`config.mk`:
```
export PLATFORM = sky130hd
export DESIGN_NAME = ecp_reverse_handshake
export DESIGN_NICKNAME = d
export VERILOG_FILES = /design/src/rtl/ecp_reverse_pkg.sv /design/src/rtl/byte_buffer.sv /design/src/rtl/ecp_reverse_handshake.sv
export SDC_FILE = /design/constraint.sdc
export NUM_CORES = 1
export LEC_CHECK = 0
export ABC_AREA = 1
export BUFFER_PORTS_ARGS = -buffer_cell sky130_fd_sc_hd__buf_2
export CAP_MARGIN = 25
export CORE_MARGIN = 4
export CORE_UTILIZATION = 47
export DETAILED_ROUTE_END_ITERATION = 8
export PLACE_DENSITY_LB_ADDON = 0.3
export RECOVER_POWER = 50
export SETUP_SLACK_MARGIN = 0.15
export SLEW_MARGIN = 20
export SYNTH_ARGS = -nofsm -noshare
export SYNTH_HDL_FRONTEND = slang
export SYNTH_SLANG_ARGS = --single-unit
```
`constraint.sdc`:
```
create_clock -name i_clock -period 1.7 [get_ports i_clock]
set_input_delay 0.255 -clock i_clock [delete_from_list [all_inputs] [get_ports i_clock]]
set_output_delay 0.255 -clock i_clock [all_outputs]
set_load 0.02 [all_outputs]
```
`src/rtl/ecp_reverse_pkg.sv`:
```
// How it works
// - Host holds the reverse acknowledge low while idle in reverse.
// - Transfer starts from idle; acknowledge is low once the last byte left.
// - Host raises acknowledge after clock low, only when it can accept.
// - After clock returns high host buffers the byte latched at acknowledge and lowers acknowledge.
// - Host stalls by holding acknowledge when full or count reached.
// - Reverse clock counts as changed only after 75 ns stable.
// - ECP mode drives push-pull; compatible mode drives open-collector.
// - Driver type changes glitch free, only while clock is high and acknowledge is low.
// - Forward: host clock low to send, high after peripheral acknowledge.
package ecp_reverse_pkg;
  localparam int unsigned CLOCK_HZ = 25000000;
  localparam int unsigned SETTLE_NS = 75;
  localparam int unsigned PERIOD_NS = 1000000000 / CLOCK_HZ;
  // Least time rounds up
  localparam int unsigned SETTLE_CYCLES =
    (SETTLE_NS + PERIOD_NS - 1) / PERIOD_NS;
  localparam int unsigned DATA_WIDTH = 8;
  localparam int unsigned BUFFER_DEPTH = 2;
  localparam logic LINE_IDLE_HIGH = 1'b1;
  localparam logic ACK_IDLE = 1'b0;

  typedef enum logic [2:0]
  {
    state_idle = 3'h0,
    state_offer = 3'h1,
    state_acked = 3'h3,
    state_fwd_strobe = 3'h2,
    state_fwd_release = 3'h6
  } state_type;
endpackage

```
`src/rtl/byte_buffer.sv`:
```
module byte_buffer
#(
  parameter int unsigned WIDTH = ecp_reverse_pkg::DATA_WIDTH,
  parameter int unsigned DEPTH = ecp_reverse_pkg::BUFFER_DEPTH
)
(
  input wire logic i_clock,
  input wire logic i_reset,
  input wire logic [WIDTH-1:0] i_data,
  input wire logic i_valid,
  output logic o_ready,
  output logic [WIDTH-1:0] o_data,
  output logic o_valid,
  input wire logic i_ready
);
  localparam int unsigned AW = (DEPTH > 1) ? $clog2(DEPTH) : 1;
  logic [WIDTH-1:0] store [DEPTH];
  logic [AW-1:0] wr_ptr;
  logic [AW-1:0] rd_ptr;
  logic [AW:0] count;
  logic [AW:0] next_count;
  logic push;
  logic pop;

  initial
  begin
    if (DEPTH < 2 || (DEPTH & (DEPTH - 1)) != 0)
      $error("byte_buffer depth must be a power of two, at least 2");
  end

  assign o_ready = count != (AW + 1)'(DEPTH);
  assign push = i_valid && o_ready;
  assign pop = o_valid && i_ready;
  assign o_data = store[rd_ptr];

  // Storage needs no reset; valid comes from the count
  always_ff @(posedge i_clock)
  begin
    if (push)
      store[wr_ptr] <= i_data;
  end

  // Fill level after this cycle's push and pop
  always_comb
  begin
    next_count = count;
    if (push && !pop)
      next_count = count + 1'b1;
    else if (pop && !push)
      next_count = count - 1'b1;
  end

  // Pointers wrap naturally because depth is a power of two; valid is a
  // flop so the consumer sees a clean registered output
  always_ff @(posedge i_clock)
  begin
    if (i_reset)
    begin
      wr_ptr <= '0;
      rd_ptr <= '0;
      count <= '0;
      o_valid <= 1'b0;
    end
    else
    begin
      if (push)
        wr_ptr <= wr_ptr + 1'b1;
      if (pop)
        rd_ptr <= rd_ptr + 1'b1;
      count <= next_count;
      o_valid <= next_count != '0;
    end
  end
endmodule

```
`src/rtl/ecp_reverse_handshake.sv`:
```
module ecp_reverse_handshake
#(
  parameter int unsigned SETTLE = ecp_reverse_pkg::SETTLE_CYCLES,
  parameter int unsigned DEPTH = ecp_reverse_pkg::BUFFER_DEPTH
)
(
  input wire logic i_clock,
  input wire logic i_reset,
  // Port configuration
  input wire logic i_ecp_mode,
  input wire logic i_reverse,
  input wire logic i_count_reached,
  // Peripheral-side lines (sampled, synchronous)
  input wire logic i_periph_clk,
  input wire logic i_periph_ack,
  input wire logic [ecp_reverse_pkg::DATA_WIDTH-1:0] i_data,
  // Host acknowledge line, two signals
  output logic o_host_ack,
  output logic o_host_ack_oe,
  // Host clock line, two signals
  output logic o_host_clk,
  output logic o_host_clk_oe,
  // Forward data output
  output logic [ecp_reverse_pkg::DATA_WIDTH-1:0] o_data,
  output logic o_data_oe,
  // Forward byte source
  input wire logic [ecp_reverse_pkg::DATA_WIDTH-1:0] i_fwd_data,
  input wire logic i_fwd_valid,
  output logic o_fwd_ready,
  // Received byte sink
  output logic [ecp_reverse_pkg::DATA_WIDTH-1:0] o_rx_data,
  output logic o_rx_valid,
  input wire logic i_rx_ready,
  output logic o_push_pull
);
  import ecp_reverse_pkg::*;

  initial
  begin
    if (SETTLE < 1 || SETTLE > 255)
      $error("settle count out of range");
  end

  ////////////////////////////////////////////////////////////////////////
  // Settle filters for the peripheral strobes

  logic [7:0] clk_count;
  logic [7:0] pack_count;
  logic clk_level;
  logic pack_level;

  // A new level is believed only after SETTLE + 1 equal samples, which
  // span SETTLE full periods and so cover the whole settle time
  always_ff @(posedge i_clock)
  begin
    if (i_reset)
    begin
      clk_level <= LINE_IDLE_HIGH;
      clk_count <= 8'h00;
    end
    else if (i_periph_clk == clk_level)
      clk_count <= 8'h00;
    else if (clk_count == 8'(SETTLE))
    begin
      clk_level <= i_periph_clk;
      clk_count <= 8'h00;
    end
    else
      clk_count <= clk_count + 8'h01;
  end

  // Same filter on the forward acknowledge
  always_ff @(posedge i_clock)
  begin
    if (i_reset)
    begin
      pack_level <= 1'b0;
      pack_count <= 8'h00;
    end
    else if (i_periph_ack == pack_level)
      pack_count <= 8'h00;
    else if (pack_count == 8'(SETTLE))
    begin
      pack_level <= i_periph_ack;
      pack_count <= 8'h00;
    end
    else
      pack_count <= pack_count + 8'h01;
  end

  ////////////////////////////////////////////////////////////////////////
  // Receive buffer

  logic [DATA_WIDTH-1:0] capture;
  logic capture_valid;
  logic buf_ready;

  byte_buffer
  #(
    .WIDTH(DATA_WIDTH),
    .DEPTH(DEPTH)
  )
  rx_buffer
  (
    .i_clock(i_clock),
    .i_reset(i_reset),
    .i_data(capture),
    .i_valid(capture_valid),
    .o_ready(buf_ready),
    .o_data(o_rx_data),
    .o_valid(o_rx_valid),
    .i_ready(i_rx_ready)
  );

  ////////////////////////////////////////////////////////////////////////
  // Handshake state machine

  state_type state;
  logic reverse_on;
  logic can_accept;
  logic fwd_take;

  assign reverse_on = i_ecp_mode && i_reverse;
  // Acknowledge only with room left after the pending capture
  assign can_accept = buf_ready && !capture_valid && !i_count_reached;
  assign fwd_take = o_fwd_ready && i_fwd_valid;

  // Ready is a flop; once offered it is honoured, so the state machine
  // gives a forward take priority over a reverse start
  always_ff @(posedge i_clock)
  begin
    if (i_reset)
      o_fwd_ready <= 1'b0;
    else
      o_fwd_ready <= state == state_idle && !fwd_take && i_ecp_mode &&
        !i_reverse && !pack_level;
  end

  // Capture samples the data bus, which the peripheral holds steady
  // while its clock is low; latching at acknowledge avoids the bus turn.
  always_ff @(posedge i_clock)
  begin
    if (i_reset)
    begin
      state <= state_idle;
      o_host_ack <= ACK_IDLE;
      o_host_clk <= LINE_IDLE_HIGH;
      o_data <= '0;
      capture <= '0;
      capture_valid <= 1'b0;
    end
    else
    begin
      capture_valid <= 1'b0;
      unique case (state)
        state_idle:
        begin
          o_host_ack <= ACK_IDLE;
          o_host_clk <= LINE_IDLE_HIGH;
          if (fwd_take)
          begin
            o_data <= i_fwd_data;
            state <= state_fwd_strobe;
          end
          else if (reverse_on && !clk_level)
            state <= state_offer;
        end
        state_offer:
        begin
          if (!reverse_on)
            state <= state_idle;
          else if (can_accept)
          begin
            o_host_ack <= 1'b1;
            capture <= i_data;
            state <= state_acked;
          end
          // Otherwise acknowledge stays put
        end
        state_acked:
        begin
          if (clk_level || !reverse_on)
          begin
            o_host_ack <= ACK_IDLE;
            capture_valid <= clk_level;
            state <= state_idle;
          end
        end
        state_fwd_strobe:
        begin
          o_host_clk <= 1'b0;
          if (pack_level)
            state <= state_fwd_release;
        end
        state_fwd_release:
        begin
          o_host_clk <= LINE_IDLE_HIGH;
          if (!pack_level)
            state <= state_idle;
        end
      endcase
    end
  end

  ////////////////////////////////////////////////////////////////////////
  // Driver type control

  logic next_push_pull;
  assign next_push_pull = i_ecp_mode;

  // Switch driver type only while both strobes rest high or idle, so the
  // change never creates an edge; open collector releases high lines.
  always_ff @(posedge i_clock)
  begin
    if (i_reset)
      o_push_pull <= 1'b0;
    else if (next_push_pull != o_push_pull && state == state_idle)
      o_push_pull <= next_push_pull;
  end

  // Push-pull always drives both strobes; open collector drives only a low level; data drives outside reverse
  always_ff @(posedge i_clock)
  begin
    if (i_reset)
    begin
      o_host_ack_oe <= 1'b0;
      o_host_clk_oe <= 1'b0;
      o_data_oe <= 1'b0;
    end
    else
    begin
      o_host_ack_oe <= o_push_pull || !o_host_ack;
      o_host_clk_oe <= o_push_pull || !o_host_clk;
      o_data_oe <= !i_reverse;
    end
  end
endmodule

```
Yosys cells after proc, flatten, opt, wreduce, memory -nomap -nowiden
Memories as Yosys holds them, arrays and structs flattened. A register that Yosys moved wholly into a read port is not among the register bits. Cells that the tools add are included.

Register bits after elaboration: 50. Bits in writable memories: 16. Input port bits: 25. Output and inout port bits: 24. Word-level logic and storage cells: 108. Memories kept: 1.

Memory list: rx_buffer.store (depth 2, bits a word 8, read ports 1, clocked after memory_dff 1, wr ports 1, RTL line byte_buffer.sv:17) `logic [WIDTH-1:0] store [DEPTH];`.

$add $sub $neg: 6. Eq/ne operators: 17. Mux-type cells: 19. Bitwise operators: 4. Reduce and logical (&&, ||, !) cells: 42.

Operator list (number): $mux 3 (7); $add 8x1->8 const B (2); $eq 8x2->1 const B (2); $pmux 3 s5 (1); $logic_and 1x1->1 (14); $ne 2x2->1 const B (6); $logic_not 1->1 (11); $reduce_or 3->1 (3); $mux 1 (7); $eq 3x2->1 const B (2); $reduce_and 2->1 (3); $reduce_and 5->1 (1); $mux 2 (2); $not 1->1 (4); $reduce_and 4->1 (1); $reduce_bool 2->1 (2); $eq 3x1->1 const B (1); $eq 3x3->1 const B (1); $logic_not 3->1 (1); $logic_or 1x1->1 (3); $ne 3x2->1 const B (1); $ne 3x3->1 const B (1); $pmux 1 s3 (1); $reduce_and 3->1 (1); other kinds (8) (10).

Longest topological paths before layout
Gate-level depths: netlist of run 1.

Depth in word-level cells: 7. Mapped depth: 10. Depth with buffers taken out: 10.

Cells and area by module
Synthesis of run 1 repeated with hierarchy kept, for this count alone.

Cell total of the unflattened synthesis: 319. Area, all modules: 2827.7 µm².

By module, submodules not included: ecp_reverse_handshake (times used 1, cells an instance 257, area an instance 1981.9 µm², seq. area each 900.9 µm²); byte_buffer (times used 1, cells an instance 62, area an instance 845.8 µm², seq. area each 600.6 µm²).

Worst setup path before layout of run 1
No wires, ideal clock.

Kind: reg-to-reg. From: reg rx_buffer.count[0]. To: mem rx_buffer.store[1][0] in the netlist's numbering, enable pin. Library setup time: 374 ps. Arrival: 1113 ps. Required time: 1326 ps. Setup slack: 213 ps. Stages on the path, launching flop included: 6. Path buffers: 0. Clock period less this slack: 1487 ps. Path through: dfxtp_1 -> inv_1 -> ha_1 -> inv_1 -> nand2_1 -> nor2_1.

Cells in the longest elaborated chain, start to end: 4.

RTL lines: start, declared (RTL line byte_buffer.sv:20) `logic [AW:0] count;`; start signal, assigned (RTL line byte_buffer.sv:70) `count <= next_count;`; $ne 2x2->1 (RTL line byte_buffer.sv:31) `assign o_ready = count != (AW + 1)'(DEPTH);`; $logic_and 1x1->1 (RTL line byte_buffer.sv:32) `assign push = i_valid && o_ready;`; $mux 1 (RTL line byte_buffer.sv:39) `if (push)`; $mux 1 (not written as such) (RTL line byte_buffer.sv:40) `store[wr_ptr] <= i_data;`; end, declared (RTL line byte_buffer.sv:17).

Every way passes these cells.

==> summary.log, run 1 <==
qor: run_status.outcome finished, final reports clean
qor: timing.final.period_utilization 87.8%
qor: timing.timing_worst_slew_pin_value 0.818 ns
qor: yosys.synth_edf_count 16
qor: grt.grt_util_met1 20.0%
qor: final_layout.total_number_of_nets_in_the_final_design 403
qor: floorplan.die_area 7170 sq um
qor: yosys.synth-async-reset-ratio 0%
qor: grt.gr-max-usage-layer met2
qor: yosys.post_synth_xor_area_fraction 1.59%
qor: power.power_per_cell_area 1170 nW/um^2
qor: timing.unrepaired_setup_endpoints_after_global_routing yes
qor: clock_network.insertion_delay 0.33 ns
qor: clock_network.clockBufferDepth 2
qor: route.starting_drt_drc_count 102
qor: setup_path.crit_path_max_fanout 8
qor: setup_path.critical_path.endpoint_type output pin
qor: setup_path.criticalPathCategory reg2out
qor: yosys.synth.mux.area_fraction 3.26%
qor: clock_network.numClockSinks 67
qor: final_layout.postLayoutCellArea 3270 sq um
qor: place.gpl.final_weighted_congestion 0.853
qor: timing.relSlewSlack 45.5%
qor: grt.grt-ovfl-total 0
qor: yosys.synth-adder-area-share 2.27%
qor: timing.finalClockSkew 0.00827 ns
qor: route.drt-vias-per-instance 4.93
qor: grt.largest_net_degree_at_the_start_of_global_routing 18
qor: job.drv_cap 0
qor: yosys.yosys_most_used_dff dfxtp_1
qor: setup_path.ff2ff_path_depth 6
qor: yosys.netlist.top_cell.by_area dfxtp_1
qor: final_layout.layout-area-overhead-vs-synth 18.3%
qor: route.drt_pre_antenna_iters 4
qor: timing.setup-tns-final 0 ns
qor: floorplan.pin_count 49
qor: final_layout.antenna_diodes 0
qor: route.post_drt_wl_per_cell 11.7 microns
qor: yosys.synth_top_area_share 37.0%
qor: grt.via_count_of_the_first_global_routing_pass 2080
qor: grt.number_of_antenna_violations_at_the_first_check_in_global_routing 0
qor: route.remaining_drc_errors 0
qor: floorplan.floorplan.die.width 84.7 microns
qor: route.drt.antenna.violating_nets 0
qor: final_layout.final-seq-area 1510 sq um
qor: timing.slew_viol_final 0
qor: worst_hold_path.whs_path_depth 2
qor: worst_hold_path.hold_path_class in2reg
qor: final_layout.multiInputGateArea 1120 sq um
qor: final_layout.fill_cells 546
qor: route.drt-total-wl 5260 microns
qor: clock_network.cts_made_buffers 9
qor: grt.grtUsageTotal 15.8%
qor: yosys.synth_compound_area_share 7.57%
qor: yosys.synthTopCellsByArea dfxtp_1, edfxtp_1, nor2_1, nand2_1, nand3_1
qor: floorplan.core-area 5610 sq um
qor: final_layout.ratio_of_cells_with_drive_above_1_in_the_final_layout 19.8%
qor: yosys.synth_cell_type_count 34
qor: power.leakagePower 1.35 nW
qor: yosys.netlist_instances 313
qor: yosys.simple_logic_cell_fraction_of_the_synthesized_area 26.0%
qor: yosys.synth_fp_nets 343
qor: yosys.largest_family_of_logic_cells_by_synthesized_area simple AND/OR/NAND/NOR gates
qor: place.place_area 3110 sq um
qor: timing.clock.fmax 670 MHz
qor: setup_path.worst_setup_path_start_kind flip-flop
qor: place.detailed_place_hpwl 3870 microns
qor: grt.global_route_wire_length_before_repair 9030 microns
qor: clock_network.clkTransAtPathRegs 0.07 ns
qor: clock_network.htreeDepth 3
qor: yosys.synth.yosys.seq_area_share 54.4%
qor: grt.grtUsageMet3 3.93%
qor: clock_network.cts_tree yes
qor: yosys.postSynthRegisterBits 67
qor: place.placement.io_buffers 48
qor: floorplan.start_util 49.2%
qor: floorplan.rows 27
qor: yosys.synthesis.yosys.warnings 0
qor: setup_path.crit_required 1.44 ns
qor: timing.number_of_setup_violations_in_the_final_report 0
qor: power.ir_worst_vdd 0.681 mV
qor: timing.finalHoldViolations 0
qor: yosys.post_synth_instance_area 2760 sq um
qor: yosys.postSynthAreaPerCell 8.82 sq um
qor: setup_path.cp.arrival 1.24 ns
qor: floorplan.chipHeight 84.7 microns
qor: grt.groute.layer.met2.usage 24.7%
qor: route.num_vias 2220
qor: clock_network.cts_root_buf clkbuf_8
qor: timing.finalWorstPathRequiredPeriod 1.49 ns
[path summary, 6_finish.rpt]
check | start | end | slack [ns]
max | flip-flop | o_rx_data[5] | 0.21
min reg2reg | capture[7] | rx_buffer.store[0][7] | 0.45
max reg2reg | state[0] | o_data[1] | 0.27
min | i_reverse | o_data_oe | 0.15
[cell type report]
type	count	area share, %
timing repair buffer	53	7.93
inverter	31	3.64
tap	72	2.76
sequential	67	46.1
multi-input combinational	211	34.4
clock inverter	6	1.26
clock buffer	10	3.91
[cell families after synthesis]
logic type | after synthesis
AOI/OAI and AO/OA | 40
adders and majority gates | 5
xor gates and xnor gates | 5
buffers and inverters | 35
and+or+nand+nor | 153
muxes | 8
DFF | 67
[metal layers]
layer  routed length, microns  share of wire [%]
met5                        0                  0
met3                      244                4.6
met2                     2550                 49
met4                       51               0.97
met1                     2410                 46
[report_power, final]
part / total (W) / internal, W / switching (W) / leakage, nW
Sequential: 0.00187 / 0.00175 / 0.000114 / 0.560
Combinational: 0.000857 / 0.000303 / 0.000553 / 0.704
Clock: 0.00111 / 0.000531 / 0.000581 / 0.0904
[cell usage in the layout, fill, tap and decap left out, types with 2 or more instances in the layout]
| cell type | synthesis | routed |
|---|---|---|
| nor3_1 | 4 | 4 |
| clkbuf_8 | 0 | 9 |
| o21ai_0 | 13 | 13 |
| mux2_2 | 8 | 6 |
| ha_1 | 5 | 5 |
| inv_1 | 27 | 28 |
| edfxtp_1 | 16 | 16 |
| clkinv_4 | 0 | 2 |
| xnor2_1 | 2 | 2 |
| buf_2 | 2 | 30 |
| nor2_1 | 50 | 50 |
| nor3b_1 | 3 | 3 |
| nand3_1 | 27 | 28 |
| o21ai_1 | 2 | 2 |
| nor2_2 | 3 | 3 |
| dfxtp_1 | 51 | 50 |
| nand3_2 | 3 | 2 |
| buf_4 | 0 | 6 |
| clkbuf_1 | 1 | 18 |
| nand2_2 | 3 | 2 |
| clkinv_2 | 0 | 3 |
| a21oi_1 | 22 | 22 |
| xor2_1 | 3 | 3 |
| nand4_1 | 7 | 7 |
| mux2_4 | 0 | 2 |
| nand2_1 | 47 | 48 |
[through the flow]
stage	util (%)	hold WS, ns	setup WS, ns	power [W]	cells
6_report	58.2	0.152	0.207	0.00383	450
2_1_floorplan	-	0.339	0.213	0.00254	313
3_3_place_gp	55.5	0.437	0.347	0.00276	434
4_1_cts	58.6	0.119	0.178	0.00389	450
5_1_grt	58.2	0.125	0.0887	0.00410	450
3_5_place_dp	55.5	0.435	0.297	0.00277	434
[sequential cells by signal, indices dropped and copies added (netlist names), named ones only]
| signal | count |
|---|---|
| rx_buffer.wr_ptr | 1 |
| pack_count | 8 |
| rx_buffer.o_valid | 1 |
| rx_buffer.store | 16 |
| o_data_oe | 1 |
| state | 3 |
| o_host_ack_oe | 1 |
| o_host_clk_oe | 1 |
| o_push_pull | 1 |
| rx_buffer.count | 2 |
| clk_count | 8 |
| o_host_ack | 1 |
| capture | 8 |
| rx_buffer.rd_ptr | 1 |
| clk_level | 1 |
| pack_level | 1 |
| o_fwd_ready | 1 |
| o_host_clk | 1 |
| o_data | 8 |
| capture_valid | 1 |
[cell usage after synthesis (4+ instances only)]
cell type,instances
nor2_1,50
mux2_2,8
o21ai_0,13
nand4_1,7
ha_1,5
dfxtp_1,51
edfxtp_1,16
nor3_1,4
a21oi_1,22
nand3_1,27
nand2_1,47
inv_1,27
[worst max-delay path, cell delays in order (launching register included)]
cell and delay, ns:
dfxtp_4 0.41, mux2_2 0.34, buf_2 0.16
[timing repair]
action	in CTS	in global routing
hold buffers	0	0
setup buffers	0	0
gates resized for setup	2	6
setup endpoints to repair	8	9
pin swaps	0	2
No activity file was read; power rests on OpenSTA's default activity.
==> inputs of run 2 (changes only) <==
CORE_MARGIN = not set   (was 4)
==> summary.log, run 2 (synthesis results as in run 1) <==
qor: run_status.outcome finished, final reports clean [unchanged]
qor: clock_network.cts_root_buf clkbuf_8 [unchanged]
qor: power.switching_power 0.00124 W [was 0.00125 W]
qor: place.place_area 3120 sq um [was 3110 sq um]
qor: power.clock_power_share 33.6% [was 29.0%]
qor: timing.timing_worst_slew_pin_value 0.834 ns [was 0.818 ns]
qor: timing.slew_viol_final 0 [unchanged]
qor: power.power_per_cell_area 1240 nW/um^2 [was 1170 nW/um^2]
qor: grt.via_count_of_the_first_global_routing_pass 2064 [was 2080]
qor: clock_network.cts_hold_buffers 0 [unchanged]
qor: final_layout.ratio_of_cells_with_drive_above_1_in_the_final_layout 20.1% [was 19.8%]
qor: timing.final.period_utilization 88.4% [was 87.8%]
qor: final_layout.final_cell_mix dfxtp_1, nor2_1, nand2_1, buf_2 [was nor2_1, dfxtp_1, nand2_1, buf_2]
qor: power.ir_worst_vdd 0.601 mV [was 0.681 mV]
qor: floorplan.pin_count 49 [unchanged]
qor: setup_path.worst_setup_path_start_kind flip-flop [unchanged]
qor: final_layout.layout-area-overhead-vs-synth 20.0% [was 18.3%]
qor: route.drt.antenna.violating_nets 0 [unchanged]
qor: timing.relSlewSlack 44.4% [was 45.5%]
qor: final_layout.total_number_of_nets_in_the_final_design 404 [was 403]
qor: floorplan.die_area 6190 sq um [was 7170 sq um]
qor: route.drt-total-wl 5190 microns [was 5260 microns]
qor: floorplan.chipHeight 78.7 microns [was 84.7 microns]
qor: route.starting_drt_drc_count 110 [was 102]
qor: power.int_power 0.00287 W [was 0.00259 W]
qor: floorplan.rows 27 [unchanged]
qor: timing.setup-tns-final 0 ns [unchanged]
qor: clock_network.cts_tree yes [unchanged]
qor: grt.largest_net_degree_at_the_start_of_global_routing 18 [unchanged]
qor: power.power.share.switching 30.2% [was 32.5%]
qor: place.detailed_place_hpwl 3720 microns [was 3870 microns]
qor: route.drt_pre_antenna_iters 4 [unchanged]
qor: route.post_drt_wl_per_cell 11.5 microns [was 11.7 microns]
qor: route.num_vias 2271 [was 2220]
qor: clock_network.clockBufferDepth 2 [unchanged]
qor: clock_network.insertion_delay 0.34 ns [was 0.33 ns]
qor: floorplan.start_util 49.5% [was 49.2%]
qor: setup_path.crit_required 1.44 ns [about the same]
qor: final_layout.layout_commonest_cell dfxtp_1
qor: final_layout.regMostFlops rx_buffer.store [unchanged]
qor: setup_path.crit_path_max_fanout 8 [unchanged]
qor: clock_network.cts_made_buffers 9 [unchanged]
qor: timing.unrepaired_setup_endpoints_after_global_routing yes [unchanged]
qor: grt.number_of_antenna_violations_at_the_first_check_in_global_routing 0 [unchanged]
qor: floorplan.core-area 5570 sq um [was 5610 sq um]
qor: floorplan.floorplan.die.width 78.7 microns [was 84.7 microns]
qor: worst_hold_path.hold_path_class in2reg [unchanged]
qor: power.leakagePower 1.36 nW [was 1.35 nW]
qor: place.placement.io_buffers 48 [unchanged]
qor: clock_network.clkTransAtPathRegs 0.07 ns [about the same]
qor: timing.clock.fmax 665 MHz [was 670 MHz]
qor: setup_path.cp.arrival 1.25 ns [was 1.24 ns]
qor: power.sequentialPowerShare 45.4% [was 48.7%]
qor: final_layout.postLayoutCellArea 3310 sq um [was 3270 sq um]
qor: clock_network.numClockSinks 67 [unchanged]
qor: timing.finalHoldViolations 0 [unchanged]
qor: final_layout.antenna_diodes 0 [unchanged]
qor: timing.finalWorstPathRequiredPeriod 1.50 ns [was 1.49 ns]
qor: grt.global_route_wire_length_before_repair 8850 microns [was 9030 microns]
qor: job.drv_cap 0 [unchanged]
qor: route.remaining_drc_errors 0 [unchanged]
qor: setup_path.criticalPathCategory reg2out [unchanged]
qor: route.drt-vias-per-instance 5.04 [was 4.93]
qor: final_layout.number_of_flip_flops_under_the_largest_register_name 16 [unchanged]
qor: final_layout.fill_cells 507 [was 546]
qor: grt.grtUsageTotal 18.6% [was 15.8%]
qor: clock_network.htreeDepth 3 [unchanged]
qor: setup_path.critical_path.endpoint_type output pin [unchanged]
qor: place.gpl.final_weighted_congestion 0.885 [was 0.853]
qor: timing.finalClockSkew 0.00696 ns [was 0.00827 ns]
qor: grt.grt-ovfl-total 0 [unchanged]
qor: power.power.share.combinational 20.9% [was 22.3%]
qor: final_layout.finalCoreUtilization 59.5% [was 58.2%]
qor: timing.number_of_setup_violations_in_the_final_report 0 [unchanged]
## run 2: cell type report
type | count | area (sq um) | area share, %
clock buffer | 10 | 128 | 3.85
clock inverter | 6 | 80.1 | 2.42
inverter | 31 | 119 | 3.59
multi-input combinational | 211 | 1130 | 34.1
sequential | 67 | 1510 | 45.4
tap | 72 | 90.1 | 2.72
timing repair buffer | 54 | 263 | 7.93
## run 2: timing repair
item,in CTS,in global routing
buffers inserted,0,0
setup endpoints to repair,8,4
gates resized for setup,2,4
## run 2: power by group through the flow
stage	Combinational [W]	Sequential [W]	Clock, W
2_1_floorplan	0.000633	0.00191	0
3_5_place_dp	0.000874	0.00190	0
3_3_place_gp	0.000865	0.00189	0
4_1_cts	0.000881	0.00187	0.00141
6_report	0.000860	0.00187	0.00138
5_1_grt	0.000990	0.00188	0.00147
## run 2: routing by layer
metal  part of all wire, %  vias up  wire (microns)  track usage, %
li1                      -     1168               -               -
met1                    47     1030            2450            23.0
met2                    46       66            2380            29.7
met3                   5.7        7             294            6.40
met4                   1.3        0              68            6.85
met5                     0        -               0               0
## run 2: worst paths after layout
path                   start                    end  slack (ns)  cells past startpoint
setup reg to reg    state[0]              o_data[0]        0.26                      6
hold / removal     i_reverse              o_data_oe        0.12                      2
hold reg to reg   capture[5]  rx_buffer.store[1][5]        0.46                      0
setup / recovery   flip-flop           o_rx_data[3]        0.20                      2
## run 2: critical path, stage by stage, from the launching register on
cell and delay [ns]:
dfxtp_4 0.41, mux2_2 0.35, buf_2 0.16
## run 2: through the flow
stage	worst slack (ns)	power, W	hold slack (ns)	instances
global route	0.0701	0.00435	0.132	451
global placement	0.342	0.00276	0.433	435
detailed placement	0.286	0.00277	0.444	435
CTS	0.173	0.00416	0.107	451
floorplan	0.213	0.00254	0.339	313
finish	0.197	0.00411	0.123	451
==> inputs of run 3 (changes only) <==
--- a/config.mk
+++ b/config.mk
@@ -11,2 +11,3 @@
 export CORE_UTILIZATION = 47
+export CTS_BUF_LIST = sky130_fd_sc_hd__clkbuf_16
 export DETAILED_ROUTE_END_ITERATION = 8
==> constraint.sdc (replaced) <==
create_clock -name i_clock -period 1.7 [get_ports i_clock]
set_input_delay 0 -clock i_clock [delete_from_list [all_inputs] [get_ports i_clock]]
set_output_delay 0 -clock i_clock [all_outputs]
set_load 0.02 [all_outputs]
==> summary.log, run 3 (synthesis results as in run 1) <==
qor: setup_path.cp.arrival 1.40 ns [was 1.25 ns]
qor: route.drt-total-wl 5440 microns [was 5190 microns]
qor: timing.unrepaired_setup_endpoints_after_global_routing no [was yes]
qor: clock_network.cts_tree yes [unchanged]
qor: route.top_layer met4 [unchanged]
qor: route.drt.antenna.violating_nets 0 [unchanged]
qor: clock_network.numClockSinks 67 [unchanged]
qor: setup_path.critical_path.endpoint_type flip-flop [was output pin]
qor: place.detailed_place_hpwl 3680 microns [was 3720 microns]
qor: route.starting_drt_drc_count 97 [was 110]
qor: setup_path.criticalPathCategory reg2reg [was reg2out]
qor: power.power.total 0.00489 W [was 0.00411 W]
qor: final_layout.final-seq-area 1500 sq um [was 1510 sq um]
qor: final_layout.multiInputGateArea 1120 sq um [was 1130 sq um]
qor: setup_path.cp_cell_sequence inv_1, ha_1, inv_1, nand2_1, nor2_1, clkbuf_2 [was mux2_2, buf_2]
qor: timing.final.period_utilization 81.7% [was 88.4%]
qor: setup_path.cp_slowest_cell dfxtp_1 [was dfxtp_4]
qor: place.gpl.final_weighted_congestion 0.867 [was 0.885]
qor: grt.via_count_of_the_first_global_routing_pass 1999 [was 2064]
qor: timing.finalWorstPathRequiredPeriod 1.39 ns [was 1.50 ns]
qor: power.power_per_cell_area 1350 nW/um^2 [was 1240 nW/um^2]
qor: clock_network.cts_root_buf clkbuf_16 [was clkbuf_8]
qor: setup_path.ff2ff_path_depth 6 [unchanged]
qor: clock_network.clkTransAtPathRegs 0.06 ns [was 0.07 ns]
qor: grt.global_route_wire_length_before_repair 8600 microns [was 8850 microns]
qor: floorplan.pin_count 49 [unchanged]
qor: setup_path.critical_path.max_stage_delay 0.34 ns [was 0.41 ns]
qor: timing.clock.fmax 720 MHz [was 665 MHz]
qor: setup_path.rrSetupSlack 0.31 ns [was 0.26 ns]
qor: route.drt_pre_antenna_iters 4 [unchanged]
qor: grt.number_of_antenna_violations_at_the_first_check_in_global_routing 0 [unchanged]
qor: clock_network.htreeDepth 3 [unchanged]
qor: final_layout.layout-area-overhead-vs-synth 31.2% [was 20.0%]
qor: setup_path.crit_required 1.71 ns [was 1.44 ns]
qor: worst_hold_path.whs_path_depth 4 [was 2]
qor: timing.whs 0.0444 ns [was 0.123 ns]
qor: floorplan.core-area 5570 sq um [unchanged]
qor: final_layout.regMostFlops rx_buffer.store [unchanged]
qor: floorplan.chipHeight 78.7 microns [unchanged]
qor: setup_path.worst_path_most_repeated_cell inv_1
qor: clock_network.cts_made_buffers 9 [unchanged]
qor: floorplan.die_area 6190 sq um [unchanged]
qor: power.leakagePower 1.50 nW [was 1.36 nW]
qor: route.drt-vias-per-instance 4.96 [was 5.04]
qor: power.ir_worst_vdd 0.933 mV [was 0.601 mV]
qor: route.remaining_drc_errors 0 [unchanged]
qor: job.drv_cap 0 [unchanged]
qor: clock_network.clockBufferDepth 2 [unchanged]
qor: final_layout.fill_cells 464 [was 507]
qor: floorplan.start_util 49.5% [unchanged]
qor: worst_hold_path.hold_path_class in2reg [unchanged]
qor: place.placed_cells 433 [was 435]
qor: grt.grtUsageTotal 18.3% [was 18.6%]
qor: grt.largest_net_degree_at_the_start_of_global_routing 19 [was 18]
qor: floorplan.floorplan.die.width 78.7 microns [unchanged]
qor: route.met2_length 2500 microns [was 2380 microns]
qor: worst_hold_path.hp-start i_rx_ready [was i_reverse]
qor: timing.setup-tns-final 0 ns [unchanged]
qor: final_layout.final_cell_mix dfxtp_1, nor2_1, nand2_1, buf_2, nand3_1 [was dfxtp_1, nor2_1, nand2_1, buf_2]
qor: grt.grt-ovfl-total 0 [unchanged]
qor: final_layout.ratio_of_cells_with_drive_above_1_in_the_final_layout 18.9% [was 20.1%]
qor: clock_network.insertion_delay 0.33 ns [was 0.34 ns]
qor: place.placement.io_buffers 48 [unchanged]
qor: run_status.outcome finished, final reports clean [unchanged]
qor: setup_path.r2r-start rx_buffer.count[0] [was state[0]]
qor: floorplan.rows 27 [unchanged]
qor: route.post_drt_wl_per_cell 11.6 microns [was 11.5 microns]
qor: final_layout.finalCoreUtilization 65.0% [was 59.5%]
qor: route.met1Wirelength 2540 microns [was 2450 microns]
qor: setup_path.crit_path_max_fanout 8 [unchanged]
qor: final_layout.instances_no_fill 469 [was 451]
qor: route.met3_wirelength 267 microns [was 294 microns]
qor: final_layout.total_number_of_nets_in_the_final_design 422 [was 404]
qor: timing.number_of_setup_violations_in_the_final_report 0 [unchanged]
qor: timing.finalClockSkew 0.00571 ns [was 0.00696 ns]
qor: timing.relSlewSlack 75.0% [was 44.4%]
qor: final_layout.layout_commonest_cell dfxtp_1 [unchanged]
qor: timing.finalHoldViolations 0 [unchanged]
qor: setup_path.worst_setup_path_start_kind flip-flop [unchanged]
qor: final_layout.number_of_flip_flops_under_the_largest_register_name 16 [unchanged]
qor: timing.slew_viol_final 0 [unchanged]
qor: route.num_vias 2328 [was 2271]
qor: final_layout.antenna_diodes 0 [unchanged]
qor: setup_path.crit-reg2reg-capture rx_buffer.store[0][5] [was o_data[0]]
qor: timing.timing_worst_slew_pin_value 0.375 ns [was 0.834 ns]
[run 3: cell types whose count changed in the layout (fill, tap and decap cells not counted), moves of 3 or more]
cell / previous run / this run
dlygate4sd3_1: 0 / 20
clkbuf_16: 0 / 9
clkinv_4: 0 / 3
clkbuf_8: 9 / 0
buf_4: 6 / 3
[run 3: critical path, delay by kind of cell (launching register included)]
family	cells	cell delay, ns
buffers and inverters	3	0.37
flip-flops	1	0.34
AND/OR/NAND/NOR	2	0.20
adder cells (fa/ha/maj)	1	0.18
[run 3: area by class of cell]
class | instances | area share [%]
timing repair buffer | 72 | 12.3
sequential | 67 | 41.4
inverter | 31 | 3.28
clock inverter | 7 | 3.45
multi-input combinational | 211 | 30.8
tap | 72 | 2.49
clock buffer | 9 | 6.22
[run 3: power by group]
| group | switching [W] | internal [W] | total, W | leakage (nW) |
|---|---|---|---|---|
| clock network | 0.000688 | 0.00144 | 0.00213 | 0.170 |
| logic | 0.000566 | 0.000325 | 0.000891 | 0.772 |
| registers | 0.000114 | 0.00175 | 0.00186 | 0.559 |
| total | 0.00137 | 0.00352 | 0.00489 | 1.50 |
[run 3: worst max path at each step]
stage / start / to / slack [ns]
6_report: rx_buffer.count[0] / rx_buffer.store[0][5] / 0.31
3_5_place_dp: rx_buffer.count[0] / capture[7] / 0.32
2_1_floorplan: rx_buffer.count[0] / rx_buffer.store[1][0] / 0.21
3_3_place_gp: rx_buffer.count[0] / capture[4] / 0.33
4_1_cts: flip-flop / o_rx_data[6] / 0.27
5_1_grt: rx_buffer.count[0] / state[0] / 0.16
[run 3: per-stage QoR]
stage / area [sq um] / setup slack, ns
floorplan: 2760 / 0.213
global placement: 3100 / 0.334
detailed placement: 3100 / 0.316
CTS: 3650 / 0.268
global route: 3620 / 0.161
finish: 3620 / 0.310
[run 3: timing repair]
item	CTS	global route
resized for setup	0	0
endpoints found under the hold margin	20	0
hold buffers	20	0
buffers inserted	0	0
[run 3: per-layer routing]
layer	GRT usage, %	up-vias
met3	4.30	15
li1	-	1208
met1	22.3	1029
met2	29.8	76
met5	0	-
met4	10.0	0
